==> config.mk <==
export PLATFORM = sky130hd
export DESIGN_NAME = light_sensor_level_readout
export DESIGN_NICKNAME = d
export VERILOG_FILES = /design/src/pkg/light_sensor_pkg.sv /design/src/logic/light_sensor_level_readout.sv /design/src/logic/refresh_timer.sv
export VERILOG_INCLUDE_DIRS = /design/src /design/src/pkg
export SDC_FILE = /design/constraint.sdc
export NUM_CORES = 1
export LEC_CHECK = 0
export BUFFER_PORTS_ARGS = -buffer_cell sky130_fd_sc_hd__buf_2
export CAP_MARGIN = 10
export CORE_MARGIN = 8
export CORE_UTILIZATION = 62
export CTS_BUF_LIST = sky130_fd_sc_hd__clkbuf_8
export DETAILED_ROUTE_END_ITERATION = 8
export PLACE_DENSITY = 0.95
export SLEW_MARGIN = 15
export SYNTH_ARGS = -nofsm -noshare
export SYNTH_HDL_FRONTEND = slang
export SYNTH_HIERARCHICAL = 1
export SYNTH_SLANG_ARGS = --single-unit
==> constraint.sdc <==
create_clock -name mclk -period 5.6 [get_ports mclk]
set_clock_uncertainty 0.05 [all_clocks]
set_input_delay 1.12 -clock mclk [delete_from_list [all_inputs] [get_ports mclk]]
set_output_delay 1.12 -clock mclk [all_outputs]
set_load 0.02 [all_outputs]
==> src/pkg/light_sensor_map.svh <==
// Purpose: register offsets, field positions, reset values, timing
// Assumes: 10 MHz mclk
// Notes: included by bare name
`ifndef LIGHT_SENSOR_MAP_SVH
`define LIGHT_SENSOR_MAP_SVH
`define ADDR_DARK_THRESHOLD 8'h1F
`define ADDR_DARK_HYSTERESIS 8'h20
`define ADDR_SENSOR1_LOW 8'h21
`define ADDR_SENSOR1_HIGH 8'h22
`define ADDR_SENSOR2_LOW 8'h23
`define ADDR_SENSOR2_HIGH 8'h24
`define RST_BYTE 8'h00
`define RST_RESULT 13'h0000
`define HIGH_PAD 3'h0
`define CLK_HZ 10000000
`define REFRESH_MS 80
`define REFRESH_CYCLES ((`CLK_HZ / 1000) * `REFRESH_MS)
`define CNT_W 20
`define CNT_ZERO 20'h00000
`define CNT_ONE 20'h00001
`define SUM_W 9
`endif

==> src/pkg/light_sensor_pkg.sv <==
// Purpose: shared types for the light sensor readout
// Assumes: nothing
// Notes: constants live in light_sensor_map.svh
`default_nettype none
package light_sensor_pkg;
  typedef enum logic [1:0]
  {
    LVL_OFFICE = 2'h0,
    LVL_DARK = 2'h1
  } level_t;
  typedef struct packed
  {
    logic wr;
    logic rd;
    logic [7:0] addr;
    logic [7:0] wdata;
  } reg_req_t;
  typedef struct packed
  {
    logic [12:0] sensor1;
    logic [12:0] sensor2;
  } result_pair_t;
endpackage : light_sensor_pkg
`default_nettype wire

==> src/logic/light_sensor_level_readout.sv <==
// Purpose: dark-level comparator and sensor result registers
// Assumes: host register port on mclk; sensor inputs are asynchronous
// Notes: reads are combinational; results latch on each refresh tick
//
// Contract
// in dark, leave for office when input exceeds threshold plus hysteresis.
// hysteresis code is 0.54 uA per step, zero means none.
// sensor one result bits 7..0 read at low-byte register.
// bits 12..8 read in high-byte bits 4..0, bits 7..5 zero.
// results refresh every 80 ms only while sensing is enabled.
// result registers are read-only; host writes have no effect.
// sensor two result split over its own low and high registers.
// enter dark when input falls below the dark threshold.
`include "light_sensor_map.svh"
`default_nettype none
module light_sensor_level_readout
  import light_sensor_pkg::*;
#(
  // 80 ms is far too long to simulate; a bench may shorten the period
  parameter logic [19:0] REFRESH_PERIOD = 20'(`REFRESH_CYCLES)
)
(
  input wire logic mclk,
  input wire logic srst,
  input wire reg_req_t reg_req,
  output logic [7:0] reg_rdata,
  output logic reg_hit,
  input wire logic sense_enable,
  input wire logic [12:0] sensor1_raw,
  input wire logic [12:0] sensor2_raw,
  input wire logic [7:0] comparator_sense_input,
  output logic dark_level,
  output result_pair_t results
);
  // ****************************************************************
  // input synchronisers
  // ****************************************************************
  // raw words may change mid-sample; a real front end should hold
  // them steady around the tick, two stages only guard metastability
  logic [12:0] s1_meta_q;
  logic [12:0] s1_sync_q;
  logic [12:0] s2_meta_q;
  logic [12:0] s2_sync_q;
  logic [7:0] cmp_meta_q;
  logic [7:0] cmp_sync_q;
  logic en_meta_q;
  logic en_sync_q;
  always_ff @(posedge mclk)
  begin
    s1_meta_q <= sensor1_raw;
    s1_sync_q <= s1_meta_q;
    s2_meta_q <= sensor2_raw;
    s2_sync_q <= s2_meta_q;
    cmp_meta_q <= comparator_sense_input;
    cmp_sync_q <= cmp_meta_q;
    en_meta_q <= sense_enable;
    en_sync_q <= en_meta_q;
  end
  // ****************************************************************
  // control registers
  // ****************************************************************
  logic [7:0] dark_threshold_q;
  logic [7:0] dark_hysteresis_q;
  wire wr_thr = reg_req.wr && (reg_req.addr == `ADDR_DARK_THRESHOLD);
  wire wr_hys = reg_req.wr && (reg_req.addr == `ADDR_DARK_HYSTERESIS);
  always_ff @(posedge mclk)
  begin
    if (srst)
    begin
      dark_threshold_q <= `RST_BYTE;
      dark_hysteresis_q <= `RST_BYTE;
    end
    else
    begin
      if (wr_thr)
        dark_threshold_q <= reg_req.wdata;
      if (wr_hys)
        dark_hysteresis_q <= reg_req.wdata;
    end
  end
  // ****************************************************************
  // dark-level comparator
  // ****************************************************************
  // hysteresis and threshold share the 0.54 uA step, so code units add
  // directly; the sum is 9 bits so a large setting never wraps
  level_t level_q;
  level_t level_d;
  wire [`SUM_W-1:0] exit_point =
    {1'b0, dark_threshold_q} + {1'b0, dark_hysteresis_q};
  wire below_thr = cmp_sync_q < dark_threshold_q;
  wire above_exit = {1'b0, cmp_sync_q} > exit_point;
  always_comb
  begin
    level_d = level_q;
    case (level_q)
      LVL_OFFICE:
        if (below_thr)
          level_d = LVL_DARK;
      LVL_DARK:
        if (above_exit)
          level_d = LVL_OFFICE;
      default:
        level_d = LVL_OFFICE;
    endcase
  end
  always_ff @(posedge mclk)
  begin
    if (srst)
      level_q <= LVL_OFFICE;
    else
      level_q <= level_d;
  end
  assign dark_level = (level_q == LVL_DARK);
  // ****************************************************************
  // result capture
  // ****************************************************************
  logic refresh_tick;
  refresh_timer #(.PERIOD(REFRESH_PERIOD)) u_timer
  (
    .mclk(mclk),
    .srst(srst),
    .enable(en_sync_q),
    .tick(refresh_tick)
  );
  result_pair_t results_q;
  // only reset and the tick load results; the host port has no path here
  always_ff @(posedge mclk)
  begin
    if (srst)
      results_q <= '{sensor1: `RST_RESULT, sensor2: `RST_RESULT};
    else if (refresh_tick)
      results_q <= '{sensor1: s1_sync_q, sensor2: s2_sync_q};
  end
  assign results = results_q;
  // ****************************************************************
  // read decode
  // ****************************************************************
  wire hit_thr = reg_req.addr == `ADDR_DARK_THRESHOLD;
  wire hit_hys = reg_req.addr == `ADDR_DARK_HYSTERESIS;
  wire hit_s1l = reg_req.addr == `ADDR_SENSOR1_LOW;
  wire hit_s1h = reg_req.addr == `ADDR_SENSOR1_HIGH;
  wire hit_s2l = reg_req.addr == `ADDR_SENSOR2_LOW;
  wire hit_s2h = reg_req.addr == `ADDR_SENSOR2_HIGH;
  wire [7:0] sensor1_result_low_bits = results_q.sensor1[7:0];
  wire [7:0] sensor1_result_high_bits =
    {`HIGH_PAD, results_q.sensor1[12:8]};
  wire [7:0] sensor2_result_low_bits = results_q.sensor2[7:0];
  wire [7:0] sensor2_result_high_bits =
    {`HIGH_PAD, results_q.sensor2[12:8]};
  assign reg_hit = reg_req.rd &&
    (hit_thr || hit_hys || hit_s1l || hit_s1h || hit_s2l || hit_s2h);
  assign reg_rdata =
    !reg_req.rd ? `RST_BYTE :
    hit_thr ? dark_threshold_q :
    hit_hys ? dark_hysteresis_q :
    hit_s1l ? sensor1_result_low_bits :
    hit_s1h ? sensor1_result_high_bits :
    hit_s2l ? sensor2_result_low_bits :
    hit_s2h ? sensor2_result_high_bits :
    `RST_BYTE;
endmodule : light_sensor_level_readout
`default_nettype wire

==> src/logic/refresh_timer.sv <==
// Purpose: periodic refresh strobe while sensing is enabled
// Assumes: mclk at the rate in the map header
// Notes: counter restarts whenever sensing is disabled
`include "light_sensor_map.svh"
`default_nettype none
module refresh_timer
#(
  parameter logic [19:0] PERIOD = 20'(`REFRESH_CYCLES)
)
(
  input wire logic mclk,
  input wire logic srst,
  input wire logic enable,
  output logic tick
);
  logic [`CNT_W-1:0] cnt_q;
  logic [`CNT_W-1:0] cnt_d;
  wire at_end = (cnt_q == PERIOD - `CNT_ONE);
  assign cnt_d = (!enable || at_end) ? `CNT_ZERO : cnt_q + `CNT_ONE;
  // one-cycle enable pulse, only while sensing is on
  assign tick = enable && at_end;
  always_ff @(posedge mclk)
  begin
    if (srst)
      cnt_q <= `CNT_ZERO;
    else
      cnt_q <= cnt_d;
  end
endmodule : refresh_timer
`default_nettype wire

==> out/metrics.yaml <==
leakagePower_nw: 2.46
crit_start: "reg_req[8]"
htree_levels: 4
layout-drive-gt1-share_pct: 24.0
synthTopCellsByArea: "dfxtp_1 (53%), mux2i_1 (8.4%), ha_1 (6.0%), nor2_1 (4.2%), xor2_1 (2.3%)"
worstSkewPairLatency_ns: 0.44
final-setup-viol-count: 0
area_growth_pct: 17.4
ys_async_sr_fraction_pct: 0
grtUsageTotal_pct: 21.8
core-area_um2: 7770
via_per_inst: 5.72
holdBufCountCts: 0
io_pins: 91
yosysWarnings: 6
synth_ff_type: "dfxtp_1"
worstHoldPathType: "reg -> reg"
arrival_ns: 2.98
total_power_w: 0.00183
period_share_pct: 74.0
clk_pin_slew_ns: 0.09
yosys.area_share.simple_pct: 17.1
dr.pass1.iters: 5
start_util_pct: 64.5
ant_nets: 0
dp_hpwl_um: 8750
placed_cell_area_um2: 5490
synth_mux_area_share_pct: 9.52
cts.sinks: 133
synth_area_um2: 5010
worst-path-buf-inv: 2
synth-edff-count: 0
syn_inst: 471
yosys.area.top_type: "dfxtp_1"
max_stage_delay_ns: 0.75
cts_max_path_buffers: 2
crit_chain: "buf_2, nand2_1, nor4_4, a22oi_1, nor2b_1, buf_2"
whs_ns: 0.276
max_freq_ghz: 0.241
cp_max_fo: 18
avgRoutedWirePerCell_um: 17.8
grt_pass1_wl_um: 19400
worst_setup_path_end_kind: "primary output"
maxSlewHeadroom_pct: 32.0
cp-start-kind: "input pin"
ys_seq_area_share_pct: 53.2
r2r-start: "dark_threshold_q[0]"
die_area_um2: 11200
grt_pass1_vias: 4163
grt_max_degree: 46
stdcell_count: 676
vias: 3870
synth_cell_types: 54
synth_fp_nets: 551
vdd_drop_max_mv: 0.242
synthAdderAreaFrac_pct: 6.40
synth_xor_area_share_pct: 2.97
grt.overflow.total: 0
hold_viol_final: 0
drv_cap: 0
num_antenna_cells: 0
tightest_slew_ns: 1.02
antenna_found_initial: 1
final_cell_area_um2: 5880
tns_ns: 0
drc_errors: 0
crit_family: "simple AND/OR/NAND/NOR gates"
synth_top_family_by_area: "simple AND/OR/NAND/NOR gates"
required_ns: 4.43
min_from: "s1_meta_q[10]"
crit_path_frequent_cell: "buf_2"
rsz0062_at_grt: "no"
critPathSlowestCell: "nor4_4"
drtIter0Drc: 207
r2r_setup_slack_ns: 2.44
syn_area_per_cell_um2: 10.6
die_w_um: 106
final_nets: 641
drv_slew: 0
cts_tree: "yes"
gp_congestion: 0.911
port_buffers: 90
postCtsSetupRepairBufs: 0
post_cts_resized: 0
yosysTopAreaCellShare_pct: 53.2
nFillCells: 506
synth_compound_area_share_pct: 7.84
worstSetupPathType: "in -> out"
min_period_ns: 4.15
dp_cells: 644
status: "finished, final reports clean"
root_buffer: "clkbuf_8"
fp-row-count: 32
power_density_nw_per_um2: 311
wirelength_um: 12000
ys_ff_latch: 133
numCtsBuffers: 17
fp.dieH_um: 106
==> state kept, by name, indices dropped and copies added, names as in the netlist <==
signal and count:
results 26, u_timer/cnt_q 20, s1_meta_q 13, s1_sync_q 13, s2_meta_q 13, s2_sync_q 13, cmp_meta_q 8, cmp_sync_q 8
dark_hysteresis_q 8, dark_threshold_q 8, en_meta_q 1, en_sync_q 1, level_q 1
==> cell families (layout without fill, tap and decap cells) <==
family                   after synthesis  after routing
AND/OR/NAND/NOR                      159            159
XOR/XNOR                              17             17
flip-flops                           133            133
adder cells (fa/ha/maj)               25             25
buffers and inverters                 31            134
AO/OA/AOI/OAI                         59             59
multiplexers                          47             47
==> power by group <==
part,switching (W),internal [W]
clock network,0.000414,0.000370
logic,0.0000337,0.0000270
registers,0.00000927,0.000973
==> synthesized netlist by cell type, types with 5 or more instances <==
library cell,n
dfxtp_1,133
nor2_1,56
mux2i_1,42
nand2_1,26
ha_1,24
a21oi_1,20
nand3_1,19
xor2_1,13
inv_1,12
o21ai_0,12
a22oi_1,8
clkbuf_1,8
nand4_1,8
and2_1,7
and3_1,6
buf_2,6
nor2b_1,6
mux2_2,5
o221ai_1,5
==> final timing paths <==
| check | end | depth (start not counted) |
|---|---|---|
| setup / recovery | reg_rdata[7] | 6 |
| hold / removal | s1_sync_q[10] | 0 |
| setup reg to reg | level_q[0] | 14 |
| hold reg to reg | s1_sync_q[10] | 0 |
==> cell usage in the layout (no fill, tap or decap), types with 3 or more instances in the layout <==
master	netlist	final
dfxtp_1	133	133
buf_2	6	90
nor2_1	56	55
mux2i_1	42	42
nand2_1	26	26
ha_1	24	24
a21oi_1	20	20
nand3_1	19	19
clkbuf_8	0	17
xor2_1	13	13
inv_1	12	12
o21ai_0	12	12
a22oi_1	8	8
nand4_1	8	8
and2_1	7	7
nor2b_1	6	6
and3_1	6	6
inv_6	0	6
mux2_2	5	5
o221ai_1	5	5
xnor2_1	4	4
or3_1	4	4
inv_8	0	4
and4_1	3	3
o31ai_1	3	3
or4_1	3	3
==> cell type report <==
type                    instances  area, um2  share of cell area [%]
flip-flops and latches        133       2660                    45.3
multi-input cells             307       2200                    37.5
clock buffers                  17        234                    3.98
clock inverters                15        156                    2.66
well taps                     102        128                    2.17
repair buffers                 90        450                    7.66
inverters                      12       45.0                   0.766
==> metal layers <==
metal  global-route usage [%]  wire length (um)  vias up
li1                         -                 -     1843
met1                     21.8              4590     1837
met2                     38.1              6300      144
met3                     8.04               704       44
met4                     13.0               433        2
met5                        0                13        -
==> metrics by stage <==
stage          util (%)  setup WS [ns]
3_3_place_gp       70.7           1.59
4_1_cts            75.7           1.49
2_1_floorplan         -           1.95
5_1_grt            75.7           1.29
3_5_place_dp       70.7           1.50
6_report           75.7           1.45
Power figures use the tool's default switching activity.
